--- config.mk ---
export PLATFORM = sky130hd
export DESIGN_NAME = afe_device_flat
export DESIGN_NICKNAME = d
export VERILOG_FILES = /design/src/afe_pkg.sv /design/src/afe_if.sv /design/src/afe_device.sv /design/src/flat_wrapper.sv
export SDC_FILE = /design/constraint.sdc
export NUM_CORES = 1
export LEC_CHECK = 0
export ABC_CLOCK_PERIOD_IN_PS = 4040
export BUFFER_PORTS_ARGS = -buffer_cell sky130_fd_sc_hd__buf_2
export CAP_MARGIN = 5
export CORE_MARGIN = 3
export CORE_UTILIZATION = 50
export CTS_BUF_LIST = sky130_fd_sc_hd__clkbuf_8
export DETAILED_ROUTE_END_ITERATION = 12
export MAX_ROUTING_LAYER = met4
export PLACE_DENSITY = 0.69
export SLEW_MARGIN = 20
export SYNTH_ARGS = -nofsm -noshare
export SYNTH_HDL_FRONTEND = slang
export SYNTH_SLANG_ARGS = --single-unit
--- constraint.sdc ---
create_clock -name clk -period 4.04 [get_ports clk]
set_clock_uncertainty 0.15 [all_clocks]
set_input_delay 0.808 -clock clk [delete_from_list [all_inputs] [get_ports clk]]
set_output_delay 0.808 -clock clk [all_outputs]
set_load 0.03 [all_outputs]
--- src/afe_pkg.sv ---
// package: register map, field positions and timing constants for the afe timing block
`default_nettype none
package afe_pkg;
   // register addresses (6-bit)
   localparam logic [5:0] ADDR_SETUP_ONE = 6'h01;
   localparam logic [5:0] ADDR_SETUP_TWO = 6'h02;
   localparam logic [5:0] ADDR_SETUP_THREE = 6'h03;
   localparam logic [5:0] ADDR_SOFT_RESET = 6'h04;
   localparam logic [5:0] ADDR_SETUP_FOUR = 6'h06;
   localparam logic [5:0] ADDR_REVISION_ID = 6'h07;
   localparam logic [5:0] ADDR_STROBE_DETECT = 6'h08;
   localparam logic [5:0] ADDR_TEST_ONE = 6'h09;
   localparam logic [5:0] ADDR_RESERVED_A = 6'h0a;
   localparam logic [5:0] ADDR_RESERVED_B = 6'h0b;
   localparam logic [5:0] ADDR_RESERVED_C = 6'h0c;
   localparam logic [5:0] ADDR_OFFSET_RED = 6'h20;
   localparam logic [5:0] ADDR_OFFSET_GREEN = 6'h21;
   localparam logic [5:0] ADDR_OFFSET_BLUE = 6'h22;
   localparam logic [5:0] ADDR_OFFSET_ALL = 6'h23;
   localparam logic [5:0] ADDR_GAIN_RED = 6'h28;
   localparam logic [5:0] ADDR_GAIN_GREEN = 6'h29;
   localparam logic [5:0] ADDR_GAIN_BLUE = 6'h2a;
   localparam logic [5:0] ADDR_GAIN_ALL = 6'h2b;
   // reset values
   localparam logic [7:0] RST_SETUP_ONE = 8'h0f;
   localparam logic [7:0] RST_SETUP_TWO = 8'h23;
   localparam logic [7:0] RST_SETUP_THREE = 8'h1f;
   localparam logic [7:0] RST_SETUP_FOUR = 8'h05;
   localparam logic [7:0] RST_ZERO = 8'h00;
   localparam logic [7:0] RST_OFFSET = 8'h80;
   localparam logic [7:0] RST_GAIN = 8'h00;
   // arbitrary neutral identification value
   localparam logic [7:0] REVISION_VALUE = 8'h5a;
   // field positions
   localparam int POWER_ENABLE_BIT = 0;
   localparam int CORRELATED_BIT = 1;
   localparam int FASTEST_MODE_BIT = 6;
   localparam int LATENCY_LSB = 6;
   localparam int DETECT_ENABLE_BIT = 0;
   localparam int DETECT_DELAY_LSB = 1;
   localparam int EDGE_SELECT_BIT = 4;
   // timing
   localparam int MCLK_PER_ADC = 2;
   localparam int MCLK_PER_ADC_MODE2 = 3;
   localparam int NIBBLES = 4;
   localparam int BASE_LATENCY = 1;
   // host-side recommended setup values
   localparam logic [7:0] SETUP_MODE1_CDS = 8'h0f;
   localparam logic [7:0] SETUP_MODE1_NOCDS = 8'h0d;
   localparam logic [7:0] SETUP_FASTEST_MODE_SELECT = 8'h4d;
endpackage
`default_nettype wire

--- src/afe_if.sv ---
// interface: strobe, register write port and nibble output between controller and front end
`default_nettype none
interface afe_if;
   logic pixel_sample_strobe;
   logic reg_write;
   logic [5:0] reg_addr;
   logic [7:0] reg_wdata;
   logic [7:0] reg_rdata;
   logic [3:0] nibble_output;
   logic nibble_valid;
   logic [15:0] sample_data;
   logic sample_taken;
   modport device (input pixel_sample_strobe, reg_write, reg_addr, reg_wdata,
      sample_data, output reg_rdata, nibble_output, nibble_valid, sample_taken);
   modport host (output pixel_sample_strobe, reg_write, reg_addr, reg_wdata,
      sample_data, input reg_rdata, nibble_output, nibble_valid, sample_taken);
endinterface
`default_nettype wire

--- src/afe_device.sv ---
// device end: register bank, strobe detect, sample timing and nibble output
`default_nettype none
module afe_device
   import afe_pkg::*;
#(
   parameter int DELAY_W = 3
) (
   // clock and reset
   input wire logic clk,
   input wire logic rst_n,
   // link to controller
   afe_if.device link,
   // mode 2 selection (latency unit of three periods)
   input wire logic mode_two,
   // user side: one-clock pulse for each sample taken
   output logic sample_strobe_int
);
   import afe_pkg::*;

   // register file
   logic [7:0] setup_one, setup_two, setup_three, setup_four, strobe_detect_setup, test_one;
   logic [7:0] reserved_a, reserved_b, reserved_c;
   logic [7:0] offset_red, offset_green, offset_blue;
   logic [7:0] gain_red, gain_green, gain_blue;
   logic [7:0] reg_rdata;
   // strobe synchroniser and edge logic
   logic strobe_meta, strobe_sync, strobe_prev;
   localparam int LINE_W = (1 << DELAY_W) - 1; // one stage per clock of the longest delay
   logic [LINE_W-1:0] edge_line; // detected edges, aged one clock per stage
   logic int_pulse, int_pulse_prev, pin_prev;
   logic take_sample;
   // output pipeline; deep enough for four adc periods of three clocks
   localparam int PIPE_DEPTH = (BASE_LATENCY + 3) * MCLK_PER_ADC_MODE2 + 1;
   logic [15:0] pipe_data [PIPE_DEPTH]; // captured samples, aged one clock per entry
   logic pipe_valid [PIPE_DEPTH];
   logic [3:0] lat_tap; // entry whose age matches the programmed latency
   logic [15:0] result;
   logic [1:0] nibble_idx;
   logic shifting;
   logic [3:0] nibble_output;
   logic nibble_valid;

   wire powered = setup_one[POWER_ENABLE_BIT];
   wire detect_on = strobe_detect_setup[DETECT_ENABLE_BIT];
   wire edge_rise = strobe_detect_setup[EDGE_SELECT_BIT];
   wire [DELAY_W-1:0] delay_val = strobe_detect_setup[DETECT_DELAY_LSB +: DELAY_W];
   // chosen edge on the synchronised strobe
   wire edge_hit = detect_on && powered &&
      (edge_rise ? (strobe_sync && !strobe_prev) : (!strobe_sync && strobe_prev));
   // one adc period is two clocks, three in mode 2
   assign lat_tap = 4'((BASE_LATENCY + int'(setup_two[LATENCY_LSB +: 2]))
                       * (mode_two ? MCLK_PER_ADC_MODE2 : MCLK_PER_ADC));

   // register writes; soft reset restores defaults, power-down keeps values
   always_ff @(posedge clk) begin
      if (!rst_n || (link.reg_write && link.reg_addr == ADDR_SOFT_RESET)) begin
         setup_one <= RST_SETUP_ONE;
         setup_two <= RST_SETUP_TWO;
         setup_three <= RST_SETUP_THREE;
         setup_four <= RST_SETUP_FOUR;
         strobe_detect_setup <= RST_ZERO;
         test_one <= RST_ZERO;
         reserved_a <= RST_ZERO;
         reserved_b <= RST_ZERO;
         reserved_c <= RST_ZERO;
         offset_red <= RST_OFFSET;
         offset_green <= RST_OFFSET;
         offset_blue <= RST_OFFSET;
         gain_red <= RST_GAIN;
         gain_green <= RST_GAIN;
         gain_blue <= RST_GAIN;
      end else if (link.reg_write) begin
         case (link.reg_addr)
            ADDR_SETUP_ONE: setup_one <= link.reg_wdata;
            ADDR_SETUP_TWO: setup_two <= link.reg_wdata;
            ADDR_SETUP_THREE: setup_three <= link.reg_wdata;
            ADDR_SETUP_FOUR: setup_four <= link.reg_wdata;
            ADDR_STROBE_DETECT: strobe_detect_setup <= link.reg_wdata;
            ADDR_TEST_ONE: test_one <= link.reg_wdata;
            ADDR_RESERVED_A: reserved_a <= link.reg_wdata;
            ADDR_RESERVED_B: reserved_b <= link.reg_wdata;
            ADDR_RESERVED_C: reserved_c <= link.reg_wdata;
            ADDR_OFFSET_RED: offset_red <= link.reg_wdata;
            ADDR_OFFSET_GREEN: offset_green <= link.reg_wdata;
            ADDR_OFFSET_BLUE: offset_blue <= link.reg_wdata;
            ADDR_OFFSET_ALL: begin
               offset_red <= link.reg_wdata;
               offset_green <= link.reg_wdata;
               offset_blue <= link.reg_wdata;
            end
            ADDR_GAIN_RED: gain_red <= link.reg_wdata;
            ADDR_GAIN_GREEN: gain_green <= link.reg_wdata;
            ADDR_GAIN_BLUE: gain_blue <= link.reg_wdata;
            ADDR_GAIN_ALL: begin
               gain_red <= link.reg_wdata;
               gain_green <= link.reg_wdata;
               gain_blue <= link.reg_wdata;
            end
            default: ; // revision and unmapped writes are ignored
         endcase
      end
   end

   // registered read-back of the addressed register; write-only ones read zero
   always_ff @(posedge clk) begin
      if (!rst_n) begin
         reg_rdata <= RST_ZERO;
      end else begin
         case (link.reg_addr)
            ADDR_SETUP_ONE: reg_rdata <= setup_one;
            ADDR_SETUP_TWO: reg_rdata <= setup_two;
            ADDR_SETUP_THREE: reg_rdata <= setup_three;
            ADDR_SETUP_FOUR: reg_rdata <= setup_four;
            ADDR_REVISION_ID: reg_rdata <= REVISION_VALUE;
            ADDR_STROBE_DETECT: reg_rdata <= strobe_detect_setup;
            ADDR_TEST_ONE: reg_rdata <= test_one;
            ADDR_RESERVED_A: reg_rdata <= reserved_a;
            ADDR_RESERVED_B: reg_rdata <= reserved_b;
            ADDR_RESERVED_C: reg_rdata <= reserved_c;
            ADDR_OFFSET_RED: reg_rdata <= offset_red;
            ADDR_OFFSET_GREEN: reg_rdata <= offset_green;
            ADDR_OFFSET_BLUE: reg_rdata <= offset_blue;
            ADDR_GAIN_RED: reg_rdata <= gain_red;
            ADDR_GAIN_GREEN: reg_rdata <= gain_green;
            ADDR_GAIN_BLUE: reg_rdata <= gain_blue;
            default: reg_rdata <= RST_ZERO;
         endcase
      end
   end
   assign link.reg_rdata = reg_rdata;

   // two-flop synchroniser on the strobe pin; the first flop feeds only the second
   always_ff @(posedge clk) begin
      if (!rst_n) begin
         strobe_meta <= 1'b0;
         strobe_sync <= 1'b0;
         strobe_prev <= 1'b0;
      end else begin
         strobe_meta <= link.pixel_sample_strobe;
         strobe_sync <= strobe_meta;
         strobe_prev <= strobe_sync;
      end
   end

   // edge detect with optional delay; a delay line rather than a counter, so edges
   // that come closer together than the delay are all kept
   always_ff @(posedge clk) begin
      if (!rst_n) begin
         edge_line <= '0;
         int_pulse <= 1'b0;
      end else begin
         edge_line <= {edge_line[LINE_W-2:0], edge_hit};
         if (delay_val == '0) begin
            int_pulse <= edge_hit;
         end else begin
            int_pulse <= edge_line[delay_val - DELAY_W'(1)];
         end
      end
   end

   // sample on the edge after the strobe (pin or internal) goes low
   always_ff @(posedge clk) begin
      if (!rst_n) begin
         int_pulse_prev <= 1'b0;
         pin_prev <= 1'b0;
         take_sample <= 1'b0;
      end else begin
         int_pulse_prev <= int_pulse;
         pin_prev <= strobe_sync;
         // same timing whether correlated sampling is on or off
         take_sample <= powered && (detect_on ? (int_pulse_prev && !int_pulse)
                                              : (pin_prev && !strobe_sync));
      end
   end

   // stage zero takes the sample at its sampling instant
   always_ff @(posedge clk) begin
      if (!rst_n) begin
         pipe_valid[0] <= 1'b0;
         pipe_data[0] <= '0;
      end else begin
         pipe_valid[0] <= take_sample;
         pipe_data[0] <= link.sample_data;
      end
   end

   // later entries age one clock each, so a latency longer than the pixel period is fine
   for (genvar g = 1; g < PIPE_DEPTH; g++) begin : g_pipe
      always_ff @(posedge clk) begin
         if (!rst_n) begin
            pipe_valid[g] <= 1'b0;
            pipe_data[g] <= '0;
         end else begin
            pipe_valid[g] <= pipe_valid[g - 1];
            pipe_data[g] <= pipe_data[g - 1];
         end
      end
   end

   // four nibbles, most significant first, from the clock the tapped entry arrives;
   // an arrival within three clocks of the last one cuts the running burst short
   always_ff @(posedge clk) begin
      if (!rst_n) begin
         result <= '0;
         nibble_idx <= '0;
         shifting <= 1'b0;
         nibble_output <= 4'h0;
         nibble_valid <= 1'b0;
         sample_strobe_int <= 1'b0;
      end else begin
         sample_strobe_int <= take_sample;
         nibble_valid <= 1'b0;
         if (pipe_valid[lat_tap]) begin
            result <= pipe_data[lat_tap];
            nibble_output <= pipe_data[lat_tap][15:12];
            nibble_valid <= 1'b1;
            nibble_idx <= 2'h1;
            shifting <= 1'b1;
         end else if (shifting) begin
            nibble_output <= result[15 - 4 * int'(nibble_idx) -: 4];
            nibble_valid <= 1'b1;
            nibble_idx <= nibble_idx + 2'h1;
            if (nibble_idx == 2'(NIBBLES - 1)) begin
               shifting <= 1'b0;
            end
         end
      end
   end
   assign link.nibble_output = nibble_output;
   assign link.nibble_valid = nibble_valid;
   assign link.sample_taken = sample_strobe_int;
endmodule
`default_nettype wire

--- src/flat_wrapper.sv ---
// flat-port wrapper written by rule: the top's interface ports become plain ports
module afe_device_flat import afe_pkg::*;
#(
   parameter int DELAY_W = 3
)
  (clk, rst_n, mode_two, sample_strobe_int, link_pixel_sample_strobe, link_reg_write, link_reg_addr, link_reg_wdata, link_sample_data, link_reg_rdata, link_nibble_output, link_nibble_valid, link_sample_taken);
  afe_if link_i ();
  input wire logic clk;
  input wire logic rst_n;
  input wire logic mode_two;
  output logic sample_strobe_int;
  input wire logic [$bits(link_i.pixel_sample_strobe)-1:0] link_pixel_sample_strobe;
  input wire logic [$bits(link_i.reg_write)-1:0] link_reg_write;
  input wire logic [$bits(link_i.reg_addr)-1:0] link_reg_addr;
  input wire logic [$bits(link_i.reg_wdata)-1:0] link_reg_wdata;
  input wire logic [$bits(link_i.sample_data)-1:0] link_sample_data;
  output wire logic [$bits(link_i.reg_rdata)-1:0] link_reg_rdata;
  output wire logic [$bits(link_i.nibble_output)-1:0] link_nibble_output;
  output wire logic [$bits(link_i.nibble_valid)-1:0] link_nibble_valid;
  output wire logic [$bits(link_i.sample_taken)-1:0] link_sample_taken;
  assign link_i.pixel_sample_strobe = link_pixel_sample_strobe;
  assign link_i.reg_write = link_reg_write;
  assign link_i.reg_addr = link_reg_addr;
  assign link_i.reg_wdata = link_reg_wdata;
  assign link_i.sample_data = link_sample_data;
  assign link_reg_rdata = link_i.reg_rdata;
  assign link_nibble_output = link_i.nibble_output;
  assign link_nibble_valid = link_i.nibble_valid;
  assign link_sample_taken = link_i.sample_taken;
  afe_device #(.DELAY_W(DELAY_W)) u_core (.clk(clk), .rst_n(rst_n), .link(link_i), .mode_two(mode_two), .sample_strobe_int(sample_strobe_int));
endmodule
* Yosys cells after proc, flatten, opt, wreduce, memory -nomap -nowiden
Memory sizes are Yosys's and may differ from the RTL's.
Cells that the tools add are included.
** Cells by class
- $add $sub $neg :: 4
- Multipliers :: 1
- Magnitude comparators :: 1
- Eq/ne operators :: 20
- Shift operators :: 1
- Multiplexer cells :: 44
- Bitwise gates (word level) :: 27
- Reductions and logical operators :: 36
** Operators with widths (count)
- 16-bit 2-to-1 mux :: 13
- 8-bit case mux with 16 select lines :: 1
- 6-bit equality test (second input constant) :: 8
- 32-bit by 32-bit multiplier with 4-bit output :: 1
- 19-bit by 32-bit indexed part select with 4-bit output :: 1
- 6-bit by 4-bit equality test with 1-bit output (second input constant) :: 5
- 2-bit AND reduction :: 15
- 1-bit 2-to-1 mux :: 27
- 1-bit bitwise OR :: 26
- 6-bit by 3-bit equality test with 1-bit output (second input constant) :: 3
- 2-bit OR reduction :: 7
- 6-bit by 2-bit equality test with 1-bit output (second input constant) :: 2
- 4-bit 2-to-1 mux :: 2
- 1-bit logical AND :: 7
- 6-bit by 1-bit equality test with 1-bit output (second input constant) :: 1
- 4-bit by 4-bit subtractor with 5-bit output (first input constant) :: 1
- 1-bit logical NOT :: 4
- 3-bit by 4-bit < comparator with 1-bit output (second input constant) :: 1
- 1-bit by 2-bit adder with 3-bit output (first input constant) :: 1
- 1-bit binary-select mux with 3-bit select :: 1
- 3-bit logical NOT :: 1
- 3-bit by 1-bit subtractor with 3-bit output (second input constant) :: 1
- 2-bit by 1-bit adder with 2-bit output (second input constant) :: 1
- 2-bit equality test (second input constant) :: 1
- 3 further kinds :: 3
** Word-level totals
- Flip-flop bits (word level) :: 166
- Bits in writable memories :: 221
- Bits of input ports :: 35
- Output and inout bits :: 15
- Logic and storage cells :: 166
- Memories kept :: 2
** Memory list
- u_core.pipe_data :: words 13, width 16, rd ports 13, clocked after Yosys merged registers in 0, wr ports 13, RTL line afe_device.sv:34 : logic [15:0] pipe_data [PIPE_DEPTH];
- u_core.pipe_valid :: words 13, width 1, rd ports 13, clocked after Yosys merged registers in 0, wr ports 13, RTL line afe_device.sv:35 : logic pipe_valid [PIPE_DEPTH];

* Logic depth before layout (Yosys ltp)
- Depth in word-level cells :: 5
- Mapped depth :: 15
- Gate-level depth less buffers :: 11

* Least setup slack after synthesis
Ideal clock, no wire load.
- Kind :: input to register
- Start :: input port mode_two
- End :: register u_core.nibble_output[3], in the netlist u_core.link.nibble_output[3]
- Library setup time :: 0.128 ns
- Data arrival time :: 3.734 ns
- Data required time :: 3.762 ns
- Slack :: 0.028 ns
- Stages :: 15
- Buffers on the path :: 5
- Cell sequence :: buf_4 > clkbuf_1 > clkbuf_1 > nand2_1 > fa_1 > inv_1 > ha_1 > xnor2_2 > a2111oi_0 > a2111o_1 > o31ai_1 > buf_6 > buf_6 > mux2i_1 > nor2_1
** Between the ends
- Longest elaborated chain between the ends :: 4
** RTL lines
- start: declaration :: RTL line flat_wrapper.sv:10 : input wire logic mode_two;
- 1-bit 2-to-1 mux * :: RTL line afe_device.sv:52 : * (mode_two ? MCLK_PER_ADC_MODE2 : MCLK_PER_ADC));
- 32-bit by 32-bit multiplier with 4-bit output * :: RTL line afe_device.sv:52
- memory 13 x 16 bit or memory 13 x 1 bit (tied branches)
- 4-bit 2-to-1 mux or 2-bit nonzero test (tied branches)
- end signal: assignment :: RTL line afe_device.sv:215 : nibble_output <= pipe_data[lat_tap][15:12];
- end signal: assignment :: RTL line afe_device.sv:220 : nibble_output <= result[15 - 4 * int'(nibble_idx) -: 4];
- end: declaration :: RTL line afe_device.sv:40 : logic [3:0] nibble_output;
Mark *: on every way between the ends. The rest lies on a longest branch, timed or not.
A chain may end at the register's enable or synchronous reset.

* Worst setup path after layout
- Start :: register u_core.setup_two[6]
- End :: register u_core.result[1] (read register of u_core.pipe_data)
** Between the ends
- Longest elaborated chain between the ends :: 3
** RTL lines
- start: declaration :: RTL line afe_device.sv:21 : logic [7:0] setup_one, setup_two, setup_three, setup_four, strobe_detect_setup, test_one;
- start signal: assignment :: RTL line afe_device.sv:75 : ADDR_SETUP_TWO: setup_two <= link.reg_wdata;
- 1-bit by 2-bit adder with 3-bit output * :: RTL line afe_device.sv:51 : assign lat_tap = 4'((BASE_LATENCY + int'(setup_two[LATENCY_LSB +: 2]))
- 32-bit by 32-bit multiplier with 4-bit output * :: RTL line afe_device.sv:52
- memory 13 x 16 bit or memory 13 x 1 bit (tied branches)
- end: declaration :: RTL line afe_device.sv:37 : logic [15:0] result;
Marks and branches as above.

==> out/qor.yml <==
cts.sinks: 387
place.gp.congestion: 1.007
die_h_microns: 180.5
cts_resized: 0
ys_seq_elements: 387
place_ws_ns: 0.2101
relSlewSlack: 0.3215
rows: 63
timing.fmax_mhz: 293.1
hp-class: "primary input to flop"
start_util: 0.5107
final_common_cell: "dfxtp_1"
status: "completed"
cp.arrival_ns: 3.78
root_buffer: "clkbuf_8"
ctsHoldBuffers: 0
finalMaxSlewViolations: 0
async_flop_share: 0
layout_min_cycle_time_ns: 3.412
largest_reg_flops: 208
drc: 0
vias: 11860
path_class: "flop to flop"
grt_pass1_wl_microns: 62800
hold_viol: 0
power_per_cell_area_mw_per_mm2: 447.4
cap_violations: 0
io_buffers: 49
drt_iter0_drc: 1052
nets: 1660
ff_latch_area_sq_mm: 0.007749
finalSetupViolCount: 0
placed_cell_area_sq_mm: 0.01577
p_total_w: 0.007658
grtUsageTotal: 0.2410
power_leakage_nw: 6.675
viasPerCell: 5.760
start_kind: "flop"
cts-buffers-inserted: 61
clockBufferDepth: 3
antenna_found_initial: 0
wl_per_cell_microns: 18.93
layout-drive-gt1-share: 0.1648
diodes: 0
ir_drop_v: 0.0003190
dieArea_sq_mm: 0.03257
grt_max_degree: 148
die_w_microns: 180.5
yosys.cell_types.count: 59
synth.largest_area_cell: "dfxtp_1"
postLayoutCellArea_sq_mm: 0.01712
fin_tns_setup_ns: 0
synth_area_sq_mm: 0.01522
drt-total-wl_microns: 38980
fin_crit_sh: 0.8445
coreArea_sq_mm: 0.02980
tightest_slew_ns: 1.018
path_clk_slew_ns: 0.06
post-cts-setup-buffers: 0
first_global_vias: 11690
crit_required_ns: 4.40
cts_tree: "done"
yosys.area.top_type_share: 0.5091
final_cell_mix: "dfxtp_1 (386), and2_1 (248), nand2_1 (179), nor2_1 (94), clkbuf_8 (87)"
insertion_delay_ns: 0.60
ys_seq_area_frac: 0.5091
largest_register: "u_core.pipe_data"
ios: 50
overflow: 0
synth_edf_count: 0
endpoint_kind: "flop"
area_growth_pct: 12.46
multi_input_area_sq_mm: 0.006933
fill_cells: 2617
largestRegisters: "u_core.pipe_data: 208 flops, u_core.result: 16 flops, u_core.pipe_valid: 13 flops"
cp_max_fo: 41
synth_warnings: 0
grt_setup_unrepaired: "no"
avgSynthCellArea_sq_um: 9.547
worst_slack_ns: 0.6281
first_pass_iters: 6
dp_hpwl_microns: 24320
synthFlopType: "dfxtp_1"
synth_area_leaders: "dfxtp_1 (51%), and2_1 (10%), mux2i_1 (4.6%)"
ctsHtreeMaxLevel: 2
ant_nets: 0
synth_fp_nets: 1635
synth_cells: 1594
## synth_stat cells (all sizes together), types with 5 or more instances
master,n
o2111ai,12
a222oi,7
inv,13
and2,248
mux2i,71
buf,38
nand3,76
a22oi,36
o22ai,36
nand4,5
mux2,44
nor2,105
mux4,9
nor3,5
a31oi,17
a32oi,13
clkbuf,85
o21ai,17
a221oi,11
o221a,12
a21oi,78
ha,5
dfxtp,387
nand2,180
nand2b,5
a211oi,41
## worst paths after layout
check                                                       from                                end  slack, ns  cells past startpoint
worst max register to register  u_core.setup_two[6]$_SDFFE_PP0P_      u_core.result[1]$_SDFFE_PN0P_       0.63                     13
worst min register to register     u_core.strobe_meta$_SDFF_PN0_      u_core.strobe_sync$_SDFF_PN0_       0.28                      1
worst max-delay path            u_core.setup_two[6]$_SDFFE_PP0P_      u_core.result[1]$_SDFFE_PN0P_       0.63                     13
worst min-delay path                         link_sample_data[6]  u_core.pipe_data[0][6]$_SDFF_PN0_       0.26                      2
## power breakdown
part / internal (W) / switching [W]
Combinational: 0.0000888 / 0.000197
Sequential: 0.00385 / 0.0000229
Clock: 0.00197 / 0.00153
## critical path: stages (launching register included)
cell      delay [ns]
dfxtp_2         0.34
ha_1            0.19
nand2_1         0.08
fa_1            0.41
inv_1           0.07
ha_1            0.37
xor2_4          0.17
buf_4           0.29
buf_4           0.45
nand2_1         0.14
buf_4           0.19
a211oi_1        0.23
a21oi_1         0.07
a31oi_1         0.17
## area by class of cell
cell class / count / share of cell area
inverters: 14 / 0.003070
flip-flops and latches: 387 / 0.4527
clock buffers: 87 / 0.06996
multi-input cells: 1070 / 0.4051
well taps: 390 / 0.02851
repair buffers: 85 / 0.03217
clock inverters: 26 / 0.008480
## per-layer routing
| layer | GRT usage | vias to the layer above | wire, microns |
|---|---|---|---|
| li1 | - | 5619 | - |
| met1 | 0.3190 | 5677 | 17330 |
| met2 | 0.3714 | 452 | 17680 |
| met3 | 0.04199 | 111 | 2707 |
| met4 | 0.09242 | 0 | 1262 |
| met5 | - | - | 0 |
## kinds of logic (layout without fill, tap and decap cells)
| logic type | count (synthesis) | after routing | synth area share |
|---|---|---|---|
| xor gates and xnor gates | 4 | 4 | 0.003289 |
| adders and majority gates | 6 | 6 | 0.005426 |
| DFF | 387 | 387 | 0.5091 |
| muxes | 124 | 124 | 0.09340 |
| buffers and inverters | 137 | 212 | 0.03823 |
| and+or+nand+nor | 644 | 644 | 0.2183 |
| AOI/OAI and AO/OA | 292 | 292 | 0.1323 |
## through the flow
stage / util / hold slack, ns / instances
3_5_place_dp: 0.5292 / 0.2742 / 1946
2_1_floorplan: - / 0.2602 / 1594
4_1_cts: 0.5743 / 0.2282 / 2059
6_report: 0.5744 / 0.2617 / 2059
3_3_place_gp: 0.5292 / 0.2696 / 1946
5_1_grt: 0.5744 / 0.2543 / 2059
No activity file was read; power rests on OpenSTA's default activity.
